`config.mk`:
```
export PLATFORM = sky130hd
export DESIGN_NAME = axs_seq_step_config
export DESIGN_NICKNAME = d
export VERILOG_FILES = /design/src/design/axs_pkg.sv /design/src/design/axs_step_if.sv /design/src/design/axs_seq_step_config.sv /design/src/design/axs_step_reg.sv /design/src/design/axs_mux_decode.sv
export VERILOG_INCLUDE_DIRS = /design/src /design/src/design
export SDC_FILE = /design/constraint.sdc
export NUM_CORES = 1
export LEC_CHECK = 0
export BUFFER_PORTS_ARGS = -buffer_cell sky130_fd_sc_hd__buf_2
export CAP_MARGIN = 20
export CORE_ASPECT_RATIO = 0.5
export CORE_MARGIN = 4
export CORE_UTILIZATION = 29
export DETAILED_ROUTE_END_ITERATION = 6
export PLACE_DENSITY_LB_ADDON = 0.1
export SYNTH_ARGS = -nofsm -noshare
export SYNTH_HDL_FRONTEND = slang
export SYNTH_SLANG_ARGS = --single-unit
```
`constraint.sdc`:
```
create_clock -name clock -period 2.3 [get_ports clock]
set_input_delay 0.115 -clock clock [delete_from_list [all_inputs] [get_ports clock]]
set_output_delay 0.115 -clock clock [all_outputs]
set_load 0.005 [all_outputs]
```
`src/design/axs_defines.svh`:
```
// Purpose: Named constants for the converter-B step configuration block
// Assumes: Included by bare name from every design file that needs it
// Notes:   Definitions only
`ifndef AXS_DEFINES_SVH
`define AXS_DEFINES_SVH

`define AXS_ADDR_W       8
`define AXS_DATA_W       16
`define AXS_ADDR_STEP2   8'hD2
`define AXS_ADDR_STEP3   8'hD3
`define AXS_RESET_STEP2  16'h0002
`define AXS_RESET_STEP3  16'h0003
`define AXS_INDEX_STEP2  4'h2
`define AXS_INDEX_STEP3  4'h3
`define AXS_READ_IDLE    16'h0000

`define AXS_EN_BIT       15
`define AXS_GAIN_HI      14
`define AXS_GAIN_LO      13
`define AXS_RSVD_HI      12
`define AXS_RSVD_LO      5
`define AXS_RSVD_ZERO    8'h00
`define AXS_NEG_BIT      4
`define AXS_POS_HI       3
`define AXS_POS_LO       0
`define AXS_AUTO_BIT     3

`define AXS_GAIN_CODE_X1 2'h0
`define AXS_GAIN_CODE_X2 2'h1
`define AXS_SHIFT_X1     2'h0
`define AXS_SHIFT_X2     2'h1
`define AXS_SHIFT_X4     2'h2

`define AXS_POS_EXT5     4'h5
`define AXS_POS_TEMP     4'h8
`define AXS_POS_SHORT    4'h9
`define AXS_POS_TEST     4'hA
`define AXS_POS_ANALOG_SUPPLY_Q   4'hB
`define AXS_POS_IO_SUPPLY_Q  4'hC
`define AXS_POS_DIGITAL_CORE_SUPPLY_H   4'hD
`define AXS_POS_ANALOG_POWER_PIN     4'hE
`define AXS_POS_DIGITAL_POWER_PIN     4'hF

`endif

```
`src/design/axs_pkg.sv`:
```
// Purpose: Types and decode functions shared by the step configuration block
// Assumes: axs_defines.svh holds every code and bit position
// Notes:   Positive codes with the top bit set pick the negative input
`include "axs_defines.svh"

package axs_pkg;

   typedef enum logic [3:0] {
      src_ext,
      src_temp,
      src_short,
      src_test,
      src_analog_quarter,
      src_io_quarter,
      src_core_half,
      src_analog_power_pin_div,
      src_digital_power_pin_div
   } axs_src_e;

   function automatic logic axs_auto_neg(input logic [3:0] code);
      axs_auto_neg = code[`AXS_AUTO_BIT];
   endfunction

   function automatic axs_src_e axs_src_of(input logic [3:0] code);
      case (code)
         `AXS_POS_TEMP:    axs_src_of = src_temp;
         `AXS_POS_SHORT:   axs_src_of = src_short;
         `AXS_POS_TEST:    axs_src_of = src_test;
         `AXS_POS_ANALOG_SUPPLY_Q:  axs_src_of = src_analog_quarter;
         `AXS_POS_IO_SUPPLY_Q: axs_src_of = src_io_quarter;
         `AXS_POS_DIGITAL_CORE_SUPPLY_H:  axs_src_of = src_core_half;
         `AXS_POS_ANALOG_POWER_PIN:    axs_src_of = src_analog_power_pin_div;
         `AXS_POS_DIGITAL_POWER_PIN:    axs_src_of = src_digital_power_pin_div;
         default:          axs_src_of = src_ext;
      endcase
   endfunction

endpackage

```
`src/design/axs_step_if.sv`:
```
// Purpose: Carries one sequence step's configuration fields
// Assumes: One provider, any number of consumers
// Notes:   Fields are live register values, not pulses
interface axs_step_if;
   logic       enable;
   logic [1:0] gain;
   logic       neg;
   logic [3:0] pos;
   modport prov (output enable, gain, neg, pos);
   modport cons (input enable, gain, neg, pos);
endinterface

```
`src/design/axs_seq_step_config.sv`:
```
// Purpose: Step 2 and step 3 configuration of the converter-B sequencer
// Assumes: Register port and step requests are on the clock's own domain
// Notes:   Reads answer one cycle after the strobe; ce low freezes all state
`include "axs_defines.svh"

// Overview of operation
// - Bit 15 enables step 2 when set, disables it when clear.
// - Bits 14:13 pick gain: 00 gives 1, 01 gives 2, 10/11 give 4.
// - Bits 12:5 are reserved, read-only, always read zero.
// - Bit 4 picks negative input: analog ground B or input seven B.
// - Bits 3:0 pick positive input: codes 0-4, 6, 7 select external inputs.
// - Code 1000 routes temperature sensor, 1001 internal short; negative automatic.
// - Codes 1011, 1110, 1111 route supply quarter, power pins /103; automatic.
// - With automatic negative routing the negative select bit is ignored.
// - Step 2 register at D2h resets to 0002h.
// - Step 3 register at D3h resets to 0003h.
// - Positive code 0101 selects external input five of side B.
// - Positive code 1100 routes I/O supply quarter, negative automatic.
module axs_seq_step_config (
   input  wire logic              clock,
   input  wire logic              nrst,
   input  wire logic              ce,
   input  wire logic [7:0]        reg_addr,
   input  wire logic              reg_wr,
   input  wire logic [15:0]       reg_wdata,
   input  wire logic              reg_rd,
   output logic [15:0]            reg_rdata,
   input  wire logic              step_req,
   input  wire logic [3:0]        step_index,
   output logic                   conv_start,
   output logic                   step_skip,
   output logic [1:0]             conv_gain_shift,
   output logic [3:0]             conv_pos_code,
   output logic                   conv_neg_auto,
   output logic                   conv_neg_ext7
);
   localparam int NSTEPS = 2;
   localparam logic [7:0] STEP_ADDR [NSTEPS] =
      '{`AXS_ADDR_STEP2, `AXS_ADDR_STEP3};
   localparam logic [15:0] STEP_RESET [NSTEPS] =
      '{`AXS_RESET_STEP2, `AXS_RESET_STEP3};

   wire logic [NSTEPS-1:0] hit;
   wire logic [NSTEPS-1:0] wr_hit;
   wire logic [15:0]       rd_word [NSTEPS];
   wire logic [NSTEPS-1:0] en_v;
   wire logic [1:0]        gain_v  [NSTEPS];
   wire logic [NSTEPS-1:0] neg_v;
   wire logic [3:0]        pos_v   [NSTEPS];

   genvar i;
   generate
      for (i = 0; i < NSTEPS; i++) begin : g_step
         axs_step_if cfg_if ();
         assign hit[i]    = (reg_addr == STEP_ADDR[i]);
         assign wr_hit[i] = ce & reg_wr & hit[i];
         axs_step_reg #(
            .RESET_VALUE (STEP_RESET[i])
         ) u_reg (
            .clock (clock),
            .nrst  (nrst),
            .wr_en (wr_hit[i]),
            .wdata (reg_wdata),
            .rdata (rd_word[i]),
            .cfg   (cfg_if)
         );
         assign en_v[i]   = cfg_if.enable;
         assign gain_v[i] = cfg_if.gain;
         assign neg_v[i]  = cfg_if.neg;
         assign pos_v[i]  = cfg_if.pos;
      end
   endgenerate

   // Register read selection; unmapped addresses read as zero
   wire logic [15:0] rd_sel;
   assign rd_sel = hit[0] ? rd_word[0] :
                   hit[1] ? rd_word[1] : `AXS_READ_IDLE;

   // Step selection for the sequencer; other indices belong elsewhere
   wire logic is_step2;
   wire logic is_step3;
   wire logic idx_ok;
   wire logic sel;
   assign is_step2 = (step_index == `AXS_INDEX_STEP2);
   assign is_step3 = (step_index == `AXS_INDEX_STEP3);
   assign idx_ok   = is_step2 | is_step3;
   assign sel      = is_step3;

   axs_step_if sel_if ();
   assign sel_if.enable = en_v[sel];
   assign sel_if.gain   = gain_v[sel];
   assign sel_if.neg    = neg_v[sel];
   assign sel_if.pos    = pos_v[sel];

   axs_pkg::axs_src_e dec_kind;
   wire logic [3:0]   dec_pos;
   wire logic         dec_neg_auto;
   wire logic         dec_neg_ext7;
   wire logic [1:0]   dec_shift;

   axs_mux_decode u_dec (
      .cfg        (sel_if),
      .kind       (dec_kind),
      .pos_code   (dec_pos),
      .neg_auto   (dec_neg_auto),
      .neg_ext7   (dec_neg_ext7),
      .gain_shift (dec_shift)
   );

   wire logic take;
   wire logic go;
   wire logic skip;
   assign take = ce & step_req & idx_ok;
   assign go   = take & sel_if.enable;
   assign skip = take & ~sel_if.enable;

   logic [15:0] rdata_q;
   logic        start_q;
   logic        skip_q;
   logic [1:0]  shift_q;
   logic [3:0]  pos_q;
   logic        auto_q;
   logic        ext7_q;

   always_ff @(posedge clock or negedge nrst) begin
      if (!nrst) begin
         rdata_q <= `AXS_READ_IDLE;
      end else if (ce && reg_rd) begin
         rdata_q <= rd_sel;
      end
   end

   always_ff @(posedge clock or negedge nrst) begin
      if (!nrst) begin
         start_q <= 1'h0;
         skip_q  <= 1'h0;
      end else if (ce) begin
         start_q <= go;
         skip_q  <= skip;
      end
   end

   // Routing holds from one applied step until the next one
   always_ff @(posedge clock or negedge nrst) begin
      if (!nrst) begin
         shift_q <= `AXS_SHIFT_X1;
         pos_q   <= STEP_RESET[0][`AXS_POS_HI:`AXS_POS_LO];
         auto_q  <= 1'h0;
         ext7_q  <= 1'h0;
      end else if (go) begin
         shift_q <= dec_shift;
         pos_q   <= dec_pos;
         auto_q  <= dec_neg_auto;
         ext7_q  <= dec_neg_ext7;
      end
   end

   assign reg_rdata       = rdata_q;
   assign conv_start      = start_q;
   assign step_skip       = skip_q;
   assign conv_gain_shift = shift_q;
   assign conv_pos_code   = pos_q;
   assign conv_neg_auto   = auto_q;
   assign conv_neg_ext7   = ext7_q;

   // Helper: a register not yet written must still show its reset value
   logic [NSTEPS-1:0] touched_q;
   always_ff @(posedge clock or negedge nrst) begin
      if (!nrst) begin
         touched_q <= '0;
      end else begin
         touched_q <= touched_q | wr_hit;
      end
   end
endmodule

```
`src/design/axs_step_reg.sv`:
```
// Purpose: One sequence step configuration register
// Assumes: Write strobe already qualified by address and clock enable
// Notes:   Reserved field is not stored, so it always reads zero
`include "axs_defines.svh"

module axs_step_reg #(
   parameter logic [15:0] RESET_VALUE = `AXS_RESET_STEP2
) (
   input  wire logic        clock,
   input  wire logic        nrst,
   input  wire logic        wr_en,
   input  wire logic [15:0] wdata,
   output logic [15:0]      rdata,
   axs_step_if.prov         cfg
);
   logic       en_q;
   logic [1:0] gain_q;
   logic       neg_q;
   logic [3:0] pos_q;

   always_ff @(posedge clock or negedge nrst) begin
      if (!nrst) begin
         en_q   <= RESET_VALUE[`AXS_EN_BIT];
         gain_q <= RESET_VALUE[`AXS_GAIN_HI:`AXS_GAIN_LO];
         neg_q  <= RESET_VALUE[`AXS_NEG_BIT];
         pos_q  <= RESET_VALUE[`AXS_POS_HI:`AXS_POS_LO];
      end else if (wr_en) begin
         en_q   <= wdata[`AXS_EN_BIT];
         gain_q <= wdata[`AXS_GAIN_HI:`AXS_GAIN_LO];
         neg_q  <= wdata[`AXS_NEG_BIT];
         pos_q  <= wdata[`AXS_POS_HI:`AXS_POS_LO];
      end
   end

   assign rdata      = {en_q, gain_q, `AXS_RSVD_ZERO, neg_q, pos_q};
   assign cfg.enable = en_q;
   assign cfg.gain   = gain_q;
   assign cfg.neg    = neg_q;
   assign cfg.pos    = pos_q;
endmodule

```
`src/design/axs_mux_decode.sv`:
```
// Purpose: Turns a step's fields into converter gain and input routing
// Assumes: Purely combinational; caller registers the results except kind
// Notes:   Negative select bit is masked whenever routing is automatic
`include "axs_defines.svh"

module axs_mux_decode (
   axs_step_if.cons          cfg,
   output axs_pkg::axs_src_e kind,
   output logic [3:0]        pos_code,
   output logic              neg_auto,
   output logic              neg_ext7,
   output logic [1:0]        gain_shift
);
   wire logic gain_x1;
   wire logic gain_x2;

   assign gain_x1    = (cfg.gain == `AXS_GAIN_CODE_X1);
   assign gain_x2    = (cfg.gain == `AXS_GAIN_CODE_X2);
   // Both upper gain codes land on the top gain
   assign gain_shift = gain_x1 ? `AXS_SHIFT_X1 :
                       gain_x2 ? `AXS_SHIFT_X2 : `AXS_SHIFT_X4;
   assign kind       = axs_pkg::axs_src_of(cfg.pos);
   assign pos_code   = cfg.pos;
   assign neg_auto   = axs_pkg::axs_auto_neg(cfg.pos);
   assign neg_ext7   = cfg.neg & ~neg_auto;
endmodule

```
==> summary.md, run 1 <==
| Metric | Value |
|---|---|
| Top cell type's share of synthesized area | 0.436 |
| TritonCTS clock tree | done |
| CP Class | flip-flop to flip-flop |
| Max_slew headroom | 0.500 |
| Worst-Margin Slew | 0.750 ns |
| Layout Nets | 204 |
| Aggregate global routing overflow | 0 |
| Final Skew | 0.00263 ns |
| Tot GR Track Use | 0.112 |
| Cells after Synth | 124 |
| Largest net degree at the start of global routing | 34 |
| Synth Register Bits | 33 |
| R2R cell count | 3 |
| Slew Viols, Final | 0 |
| Minimum clock period | 1.54 ns |
| Worst-Skew Late Latency | 0.27 ns |
| Filler cells | 556 |
| Vias in the first global route | 1,118 |
| Post-Syn Area | 1670 um^2 |
| Setup bufs post-CTS | 0 |
| Hold EP | g_step[1].u_reg.cfg.gain[1]$_DFFE_PN0P_ |
| Initial antenna violation count | 0 |
| Number of vias per cell | 4.54 |
| EDFF count, synth | 0 |
| Number of hold buffers added after CTS | 1 |
| WP data required | 2.45 ns |
| Number of DRC markers in iteration 0 | 38 |
| Final Cycle Share | 0.671 |
| Max IR drop VDD | 254 uV |
| Synth top area cells | dfrtp_1 (44%), mux2_2 (14%), mux2i_1 (7.2%) |
| Die area | 7090 um^2 |
| CP startpoint kind | flip-flop |
| Number of library cell types mapped by synthesis | 26 |
| IO Pins | 60 |
| Clock Tree Root | clkbuf_16 |
| Worst hold path class | input pin to flip-flop |
| Lkg Pwr | 1.08 nW |
| Power Dens Cells | 645 nW/um^2 |
| Core Box Area | 5520 um^2 |
| WL per Instance | 14.7 um |
| Final Hold Viols | 0 |
| IO Port Bufs | 43 |
| Starting Density | 0.302 |
| Simple-Gate Fraction of Synth Area | 0.107 |
| Post-cts repair resize count | 0 |
| Post-synthesis xor/xnor area fraction | 0 |
| Total Power | 1.34 mW |
| Clock transition at path regs | 0.05 ns |
| FMAX | 648 MHz |
| Die Y | 61.6 um |
| Count leader, synth | dfrtp_1 |
| Max-cap viol count | 0 |
| Arrival @ worst endpoint | 1.70 ns |
| Main flop type after synthesis | dfrtp_1 |
| Syn Area/Cell | 13.4 um^2 |
| HP Start | reg_wdata[14] |
| Routability cong. | 0.674 |
| Status | finished clean |
| Final setup TNS | 0 ns |
| Compound-gate portion of the synthesized area | 0.0458 |
| TritonRoute pass-1 iters | 4 |
| Reg-to-reg critical path startpoint | g_step[1].u_reg.cfg.enable$_DFFE_PN0P_ |
| Htree depth | 2 |
| CTS sink cnt | 33 |
| Proportion of synthesized area in mux cells | 0.279 |
| Final WL | 3.59 mm |
| Area grow syn2layout | 24.5% |
| Detail Placement HPWL | 2.51 mm |
| WHS Path Cells | 2 |
| FFs w/ async S/R, synth | 1.00 |
| Share of cells above drive strength 1 | 0.526 |
| Final setup fails | 0 |
| Rows | 19 |
| Worst-case clock buffer depth | 2 |
| Main combinational cell family by area after synthesis | multiplexers |
| CP Capture Type | flip-flop |
| Num CTS Buffers | 5 |
| Yosys warns | 0 |
| DRC errors left | 0 |
| Synth Area in Adders | 0 |
| Vias | 1,108 |
| Post-synth top cells | dfrtp_1 (29), mux2_2 (20), mux2i_1 (12) |
| RR Endpoint | conv_pos_code[3]$_DFFE_PN0P_ |
| Antenna viol nets, final | 0 |
| Ant. Diodes | 0 |
| Worst R2R Setup Slack | 0.76 ns |
| CP Max Fanout | 8 |
| Register area share after synthesis | 0.499 |
| Global-route wire length before repair | 5.83 mm |
| Die Wd | 115 um |
| Area leader, netlist | dfrtp_1 |
| Unrepaired setup endpoints after global routing | false |
## cells in the final DEF, fill, tap and decap left out, drive strengths merged
cell type	count
mux2	28
nand2	11
dfrtp	29
buf	45
or3b	1
inv	2
nor4bb	1
nand2b	4
clkbuf	8
a22o	1
or4	1
nand3b	1
a21o	1
nand4bb	1
nor3	1
dlygate4sd3	1
nor2	1
o31ai	8
mux2i	12
nor4	1
or2	1
dfstp	4
conb	8
## sequential cells by signal, indices dropped and copies added (netlist names)
| register | cells |
|---|---|
| conv_neg_ext7 | 1 |
| step_skip | 1 |
| conv_start | 1 |
| reg_rdata | 8 |
| g_step.u_reg.cfg.enable | 2 |
| g_step.u_reg.cfg.gain | 4 |
| conv_pos_code | 4 |
| conv_gain_shift | 2 |
| g_step.u_reg.cfg.pos | 8 |
| g_step.u_reg.cfg.neg | 2 |
## cells by family after synthesis
family | after synthesis
AOI/OAI and AO/OA | 10
buffers and inverters | 16
DFF | 33
muxes | 40
other | 1
and+or+nand+nor | 24
## layer usage
metal  vias to the layer above  GRT usage  part of all wire
li1                        520          -                 -
met1                       550      0.150              0.48
met2                        33      0.174              0.43
met3                         5     0.0373             0.075
met4                         0     0.0351             0.013
met5                         -          0                 0
## how the worst max path moves through the flow
stage,start,to,cells past startpoint
3_5_place_dp,step_index[3],conv_pos_code[2]$_DFFE_PN0P_,4
5_1_grt,g_step[1].u_reg.cfg.enable$_DFFE_PN0P_,conv_pos_code[2]$_DFFE_PN0P_,3
3_3_place_gp,step_index[3],conv_pos_code[3]$_DFFE_PN0P_,4
2_1_floorplan,reg_addr[2],g_step[1].u_reg.cfg.enable$_DFFE_PN0P_,4
6_report,g_step[1].u_reg.cfg.enable$_DFFE_PN0P_,conv_pos_code[3]$_DFFE_PN0P_,3
4_1_cts,g_step[1].u_reg.cfg.enable$_DFFE_PN0P_,conv_pos_code[3]$_DFFE_PN0P_,3
## worst max-delay path, stage by stage, from the launching register on
cell	delay (ns)
dfrtp_1	0.41
mux2i_1	0.13
nor3_4	0.48
mux2_2	0.40
## metrics by stage
| stage | area, um^2 | worst slack (ns) | instances | utilization | hold WS (ns) |
|---|---|---|---|---|---|
| after floorplan | 1690 | 0.871 | 131 | - | -0.181 |
| after global placement | 1920 | 0.498 | 235 | 0.348 | 0.238 |
| after detailed placement | 1920 | 0.483 | 235 | 0.348 | 0.241 |
| after CTS | 2070 | 0.740 | 244 | 0.376 | 0.0781 |
| after global routing | 2070 | 0.697 | 244 | 0.376 | 0.0847 |
| final | 2070 | 0.757 | 244 | 0.376 | 0.0844 |
## power breakdown
part / internal (mW) / total (mW) / switching [mW]
logic: 0.0403 / 0.0870 / 0.0467
clock network: 0.431 / 0.653 / 0.222
registers: 0.591 / 0.598 / 0.00703
total: 1.06 / 1.34 / 0.275
## layout make-up
cell class | count | area (um^2) | share of cell area
sequential | 33 | 831 | 0.401
multi-input combinational | 82 | 757 | 0.365
timing repair buffer | 46 | 240 | 0.116
clock buffer | 8 | 146 | 0.0706
tap | 73 | 91.3 | 0.0441
inverter | 2 | 7.51 | 0.00362
Power figures use the tool's default switching activity.
==> run 2, diff against run 1 <==
==> constraint.sdc (replaced) <==
create_clock -name clock -period 1.55 [get_ports clock]
set_input_delay 0.0775 -clock clock [delete_from_list [all_inputs] [get_ports clock]]
set_output_delay 0.0775 -clock clock [all_outputs]
set_load 0.005 [all_outputs]
==> run 2 against run 1 <==
Against the previous run:
- combinational power up 60%
- largest power group unchanged
- die area unchanged
- design area up 3.3%
- sequential power up 48%
- clock power up 44%
- register-to-register slack worse by 0.50 ns
- largest cell class unchanged
- clock skew up 0.0011 ns
- via count down 1.6%
==> summary.md, run 2 (synthesis gave the netlist of run 1 again) <==
| Metric | Value |
|---|---|
| Arrival @ worst endpoint | 1.45 ns (-0.25 ns) |
| Final setup TNS | 0 ns (unchanged) |
| Aggregate global routing overflow | 0 (unchanged) |
| Most frequent cells in the layout | buf_2 (43), dfrtp_1 (29), mux2_2 (20), mux2i_1 (12), nand2_1 (11) |
| Reg-to-reg critical path startpoint | g_step[1].u_reg.cfg.enable$_DFFE_PN0P_ |
| Die Y | 61.6 um (unchanged) |
| Lkg Pwr | 1.11 nW (+3.3%) |
| Worst hold path class | input pin to flip-flop |
| CP Capture Type | flip-flop |
| GRT met3 Usage | 0.0363 (-0.000981) |
| Num CTS Buffers | 5 (unchanged) |
| DRC errors left | 0 (unchanged) |
| Final Hold Viols | 0 (unchanged) |
| RR Endpoint | conv_gain_shift[0]$_DFFE_PN0P_ |
| Final setup fails | 0 (unchanged) |
| Core Box Area | 5520 um^2 (unchanged) |
| Share of cells above drive strength 1 | 0.545 (+0.0186) |
| IO Port Bufs | 43 (unchanged) |
| Unrepaired setup endpoints after global routing | false |
| Detail Placement HPWL | 2.64 mm (+5.0%) |
| Die area | 7090 um^2 (unchanged) |
| FMAX | 773 MHz (+19%) |
| IO Pins | 60 (unchanged) |
| Vias in the first global route | 1,119 (+0.089%) |
| Commonest non-fill, non-tap cell in the layout | buf_2 |
| Worst Path Buf+Inv | 1 (+1) |
| WHS Path Cells | 2 (unchanged) |
| Area grow syn2layout | 28.6% |
| Met2 usage in global routing | 0.174 (unchanged) |
| Clock transition at path regs | 0.05 ns (about the same) |
| Number of DRC markers in iteration 0 | 47 (+24%) |
| Slew Viols, Final | 0 (unchanged) |
| Power Dens Cells | 918 nW/um^2 (+42%) |
| Top cell family by delay on the critical path | multiplexers |
| CP Cell Sequence | mux2i_1 > nor3_4 > buf_12 > mux2_2 |
| WL per Instance | 14.7 um (-0.11%) |
| Final Cycle Share | 0.834 (+0.163) |
| TritonCTS clock tree | done |
| Hold EP | g_step[1].u_reg.cfg.gain[0]$_DFFE_PN0P_ |
| Global-route wire length before repair | 5.83 mm (unchanged) |
| CP Class | flip-flop to flip-flop |
| Status | finished clean |
| CP Max Fanout | 8 (unchanged) |
| Routability cong. | 0.669 (-0.82%) |
| Htree depth | 2 (unchanged) |
| Max_slew headroom | 0.620 (+0.120) |
| Largest net degree at the start of global routing | 34 (unchanged) |
| Rows | 19 (unchanged) |
| Setup ws final | 0.257 ns (-0.500 ns) |
| DP Worst Slack | 0.00493 ns (-0.478 ns) |
| Setup bufs post-CTS | 0 (unchanged) |
| HP Start | reg_wdata[13] |
| Tot GR Track Use | 0.113 (+0.000645) |
| CTS sink cnt | 33 (unchanged) |
| Vias | 1,090 (-1.6%) |
| Worst-Skew Late Latency | 0.27 ns (about the same) |
| Layout Nets | 211 (+3.4%) |
| GR Layer Usage met1 | 0.151 (+0.000600) |
| CP startpoint kind | flip-flop |
| Number of vias per cell | 4.34 (-4.4%) |
| Minimum clock period | 1.29 ns (-0.250 ns) |
| Worst-case clock buffer depth | 2 (unchanged) |
| Worst R2R Setup Slack | 0.26 ns (-0.50 ns) |
| Worst hold slack | 0.0500 ns (-0.0344 ns) |
| Clock Tree Root | clkbuf_16 |
| Max IR drop VDD | 385 uV (+51%) |
| Final WL | 3.69 mm (+2.8%) |
| Slowest cell on the critical path | dfrtp_1 |
| CP max stage delay | 0.40 ns (-0.08 ns) |
| Initial antenna violation count | 0 (unchanged) |
| Max-cap viol count | 0 (unchanged) |
| Worst-Margin Slew | 0.569 ns (-0.181 ns) |
| Die Wd | 115 um (unchanged) |
| WP data required | 1.71 ns (-0.74 ns) |
| Antenna viol nets, final | 0 (unchanged) |
| Final Skew | 0.00372 ns (+0.00110 ns) |
| R2R cell count | 4 (+1) |
| Ant. Diodes | 0 (unchanged) |
| Starting Density | 0.302 (unchanged) |
| TritonRoute pass-1 iters | 5 (+1) |
| Most Crowded Layer GR | met2 |
run 2: changes by cell type in the layout (fill, tap and decap cells not counted), sizes merged:
| cell | previous run | this run |
|---|---|---|
| buf | 45 | 52 |
| clkbuf | 8 | 7 |
| clkinv | 0 | 1 |
run 2: per-stage QoR:
step / power [mW] / instance area (um^2) / std cells / utilization
4_1_cts: 2.00 / 2140 / 251 / 0.388
3_5_place_dp: 1.04 / 1990 / 242 / 0.362
3_3_place_gp: 1.04 / 1990 / 242 / 0.362
2_1_floorplan: 0.978 / 1690 / 131 / -
5_1_grt: 2.05 / 2140 / 251 / 0.388
6_report: 1.97 / 2140 / 251 / 0.388
run 2: repair_timing:
action | 4_1_cts | 5_1_grt
hold buffers | 1 | 0
endpoints found under the hold margin | 29 | 0
resized for setup | 0 | 0
run 2: power breakdown:
group,internal [mW],switching [mW],total [mW]
Clock,0.593,0.347,0.940
Sequential,0.877,0.0105,0.887
Combinational,0.0677,0.0711,0.139
run 2: layout make-up:
cell class / count / area, um^2
clock inverters: 1 / 5.00
flip-flops and latches: 33 / 831
inverters: 2 / 7.51
repair buffers: 53 / 318
well taps: 73 / 91.3
clock buffers: 7 / 133
fillers: 557 / 3370
multi-input cells: 82 / 757
run 2: how the worst max path moves through the flow:
stage	start	cells past startpoint	to
global route	g_step[1].u_reg.cfg.enable$_DFFE_PN0P_	4	conv_gain_shift[1]$_DFFE_PN0P_
detailed placement	step_index[3]	5	conv_pos_code[0]$_DFFE_PN0P_
CTS	g_step[1].u_reg.cfg.enable$_DFFE_PN0P_	4	conv_pos_code[0]$_DFFE_PN0P_
finish	g_step[1].u_reg.cfg.enable$_DFFE_PN0P_	4	conv_gain_shift[0]$_DFFE_PN0P_
global placement	step_index[3]	5	conv_pos_code[3]$_DFFE_PN0P_
floorplan	reg_addr[2]	4	g_step[1].u_reg.cfg.enable$_DFFE_PN0P_
run 2: routing by layer:
layer / vias up / wire [um]
met5: - / 0
met4: 0 / 52
met3: 5 / 218
met2: 28 / 1600
met1: 528 / 1830
li1: 529 / -
==> run 3, diff against run 2 <==
--- a/config.mk
+++ b/config.mk
@@ -6,6 +6,7 @@
 export SDC_FILE = /design/constraint.sdc
 export NUM_CORES = 1
 export LEC_CHECK = 0
+export ABC_AREA = 1
 export BUFFER_PORTS_ARGS = -buffer_cell sky130_fd_sc_hd__buf_2
 export CAP_MARGIN = 20
 export CORE_ASPECT_RATIO = 0.5
==> constraint.sdc (replaced) <==
create_clock -name clock -period 1.2 [get_ports clock]
set_input_delay 0.06 -clock clock [delete_from_list [all_inputs] [get_ports clock]]
set_output_delay 0.06 -clock clock [all_outputs]
set_load 0.005 [all_outputs]
==> run 3 against run 2 <==
Against the previous run:
- die area up 5.4%
- sequential cell count unchanged
- combinational power up 100%
- critical path type unchanged
- final cell count up 38%
- critical path depth up 2
- sequential power up 34%
- synthesized cell count up 77%
- largest power group unchanged
- highest routed layer unchanged
- hold slack worse by 0.046 ns
- via count up 38%
- clock skew about the same
- core utilization up 0.60 points
- largest cell class unchanged
- count of clock-buffer cells in the layout down 1
==> summary.md, run 3 <==
| Metric | Value |
|---|---|
| Starting Density | 0.311 (+0.00877) |
| Util after Layout | 0.394 (+0.00602) |
| Lkg Pwr | 1.26 nW (+13%) |
| Layout Nets | 307 (+45%) |
| Clock transition at path regs | 0.05 ns (about the same) |
| Syn Area/Cell | 8.06 um^2 (-40%) |
| Final WL | 4.47 mm (+21%) |
| WHS Path Cells | 3 (+1) |
| Placed instance count | 337 (+39%) |
| Register area share after synthesis | 0.471 (-0.0283) |
| CP Cell Sequence | inv_1 > nand3_1 > nand2_1 > inv_1 > nand3_1 > nand2_1 |
| CTS sink cnt | 33 (unchanged) |
| Global-route wire length before repair | 7.61 mm (+31%) |
| Area leader, netlist | dfrtp_1 |
| CP max stage delay | 0.37 ns (-0.03 ns) |
| Ant. Diodes | 0 (unchanged) |
| Die area | 7480 um^2 (+5.4%) |
| Die Wd | 118 um (+2.8%) |
| Minimum clock period | 1.06 ns (-0.231 ns) |
| Final Cycle Share | 0.886 (+0.0510) |
| Clock Tree Root | clkbuf_16 |
| Share of cells above drive strength 1 | 0.299 (-0.246) |
| Vias | 1,503 (+38%) |
| Setup bufs post-CTS | 0 (unchanged) |
| Worst hold slack | 0.00414 ns (-0.0459 ns) |
| Area grow syn2layout | 26.9% |
| Most frequent cells in the layout | nand2_1 (94), buf_2 (43), dfrtp_1 (29), nand3_1 (22), inv_1 (18) |
| Antenna viol nets, final | 0 (unchanged) |
| Rows | 19 (unchanged) |
| Commonest non-fill, non-tap cell in the layout | nand2_1 |
| Number of library cell types mapped by synthesis | 16 (-38%) |
| FMAX | 941 MHz (+22%) |
| FFs w/ async S/R, synth | 1.00 (unchanged) |
| Register area | 831 um^2 (unchanged) |
| CP Capture Type | flip-flop |
| CP startpoint kind | flip-flop |
| Yosys warns | 0 (unchanged) |
| Core Box Area | 5680 um^2 (+3.0%) |
| Top cell family by delay on the critical path | simple AND/OR/NAND/NOR gates |
| Reg-to-reg critical path startpoint | g_step[1].u_reg.cfg.enable$_DFFE_PN0P_ |
| Slowest cell on the critical path | dfrtp_1 |
| Max IR drop VDD | 458 uV (+19%) |
| Worst hold path class | input pin to flip-flop |
| Cells after Synth | 219 (+77%) |
| Unrepaired setup endpoints after global routing | false |
| Hold EP | g_step[0].u_reg.cfg.pos[1]$_DFFE_PN1P_ |
| WL per Instance | 12.9 um (-12%) |
| EDFF count, synth | 0 (unchanged) |
| Die Y | 63.2 um (+2.6%) |
| Num CTS Buffers | 5 (unchanged) |
| IO Port Bufs | 43 (unchanged) |
| Number of vias per cell | 4.33 (-0.26%) |
| Final Hold Viols | 0 (unchanged) |
| Vias in the first global route | 1,510 (+35%) |
| DRC errors left | 0 (unchanged) |
| HP Start | reg_wdata[1] |
| Arrival @ worst endpoint | 1.22 ns (-0.23 ns) |
| Status | finished clean |
| R2R cell count | 6 (+2) |
| Main flop type after synthesis | dfrtp_1 |
| CP Max Fanout | 3 (-5) |
| Worst-case clock buffer depth | 2 (unchanged) |
| Aggregate global routing overflow | 0 (unchanged) |
| Initial antenna violation count | 0 (unchanged) |
| Power Dens Cells | 1190 nW/um^2 (+30%) |
| TritonRoute pass-1 iters | 4 (-1) |
| Worst Path Buf+Inv | 2 (+1) |
| Synth Register Bits | 33 (unchanged) |
| RR Endpoint | conv_pos_code[0]$_DFFE_PN0P_ |
| Worst R2R Setup Slack | 0.14 ns (-0.12 ns) |
| Post-Layout Cell Count | 347 (+38%) |
| WP data required | 1.36 ns (-0.35 ns) |
| Final setup TNS | 0 ns (unchanged) |
| Largest net degree at the start of global routing | 21 (-38%) |
| Routability cong. | 0.799 (+20%) |
| Max-cap viol count | 0 (unchanged) |
| Multi-input gate area | 785 um^2 (+3.6%) |
| Detail Placement HPWL | 3.61 mm (+37%) |
| Htree depth | 2 (unchanged) |
| Count leader, synth | nand2_1 |
| Final setup fails | 0 (unchanged) |
| Slew Viols, Final | 0 (unchanged) |
| Worst-Skew Late Latency | 0.27 ns (about the same) |
| Post-Syn Area | 1770 um^2 (+6.0%) |
| TritonCTS clock tree | done |
| Synth top area cells | dfrtp_1 (41%), nand2_1 (20%), nand3_1 (6.2%) |
| Post-synth top cells | nand2_1 (94), dfrtp_1 (29), nand3_1 (22) |
| Top cell type's share of synthesized area | 0.411 (-0.0247) |
| Tot GR Track Use | 0.129 (+0.0164) |
| Number of DRC markers in iteration 0 | 82 (+74%) |
| IO Pins | 60 (unchanged) |
| CP Class | flip-flop to flip-flop |
| Final Skew | 0.00349 ns (-0.000235 ns) |
| Filler cells | 597 (+7.2%) |
-- run 3: changes by cell type after synthesis, moves of 12 or more --
| cell | delta |
|---|---|
| nand3_1 | +22 |
| o21ai_0 | +15 |
| nand2_1 | +83 |
| mux2i_1 | -12 |
| inv_1 | +16 |
| mux2_2 | -20 |
-- run 3: per-layer routing --
layer,vias up,share of wire,global-route usage
li1,780,-,-
met1,672,0.54,0.197
met2,47,0.39,0.173
met3,4,0.063,0.0357
met4,0,0.0094,0.0394
met5,-,0,0
-- run 3: cells by family (layout without fill, tap and decap cells) --
| kind of cell | Yosys count | count (layout) | share of synthesized area |
|---|---|---|---|
| buffers and inverters | 32 | 80 | 0.104 |
| AND/OR/NAND/NOR | 132 | 132 | 0.351 |
| AO/OA/AOI/OAI | 21 | 21 | 0.0723 |
| other | 1 | 8 | 0.00212 |
| flip-flops | 33 | 33 | 0.471 |
-- run 3: through the flow --
stage	setup slack [ns]	cell area, um^2	total power [mW]
floorplan	0.270	1790	1.36
global route	0.0391	2240	2.80
CTS	0.0871	2230	2.70
global placement	0.0981	2070	1.48
finish	0.137	2240	2.67
detailed placement	0.0972	2070	1.49
-- run 3: layout make-up --
type | instances | area share
tap | 73 | 0.0408
inverter | 18 | 0.0302
clock buffer | 6 | 0.0575
multi-input combinational | 161 | 0.350
sequential | 33 | 0.371
clock inverter | 2 | 0.00447
timing repair buffer | 54 | 0.146
-- run 3: report_power, final --
part	internal, mW	switching, mW
Clock	0.760	0.440
Combinational	0.116	0.164
Sequential	1.16	0.0282
-- run 3: worst max-delay path by stage --
stage,depth (start not counted),startpoint,end
global placement,4,g_step[1].u_reg.cfg.pos[0]$_DFFE_PN1P_,conv_pos_code[0]$_DFFE_PN0P_
detailed placement,4,g_step[1].u_reg.cfg.pos[0]$_DFFE_PN1P_,conv_pos_code[0]$_DFFE_PN0P_
floorplan,5,g_step[1].u_reg.cfg.enable$_DFFE_PN0P_,conv_start$_DFFE_PN0P_
global route,6,g_step[1].u_reg.cfg.enable$_DFFE_PN0P_,conv_pos_code[0]$_DFFE_PN0P_
finish,6,g_step[1].u_reg.cfg.enable$_DFFE_PN0P_,conv_pos_code[0]$_DFFE_PN0P_
CTS,4,g_step[1].u_reg.cfg.pos[0]$_DFFE_PN1P_,conv_pos_code[0]$_DFFE_PN0P_
-- run 3: what timing repair did --
item                                   in CTS  in global routing
hold buffers                                2                  0
endpoints found under the hold margin      14                  0
setup endpoints to repair                   0                  3
gates resized for setup                     0                  2
-- run 3: worst reg2reg max path, delay by kind of cell, from the launching register on --
family | cells | cell delay [ns]
and+or+nand+nor | 4 | 0.43
buffers and inverters | 2 | 0.15
DFF | 1 | 0.37
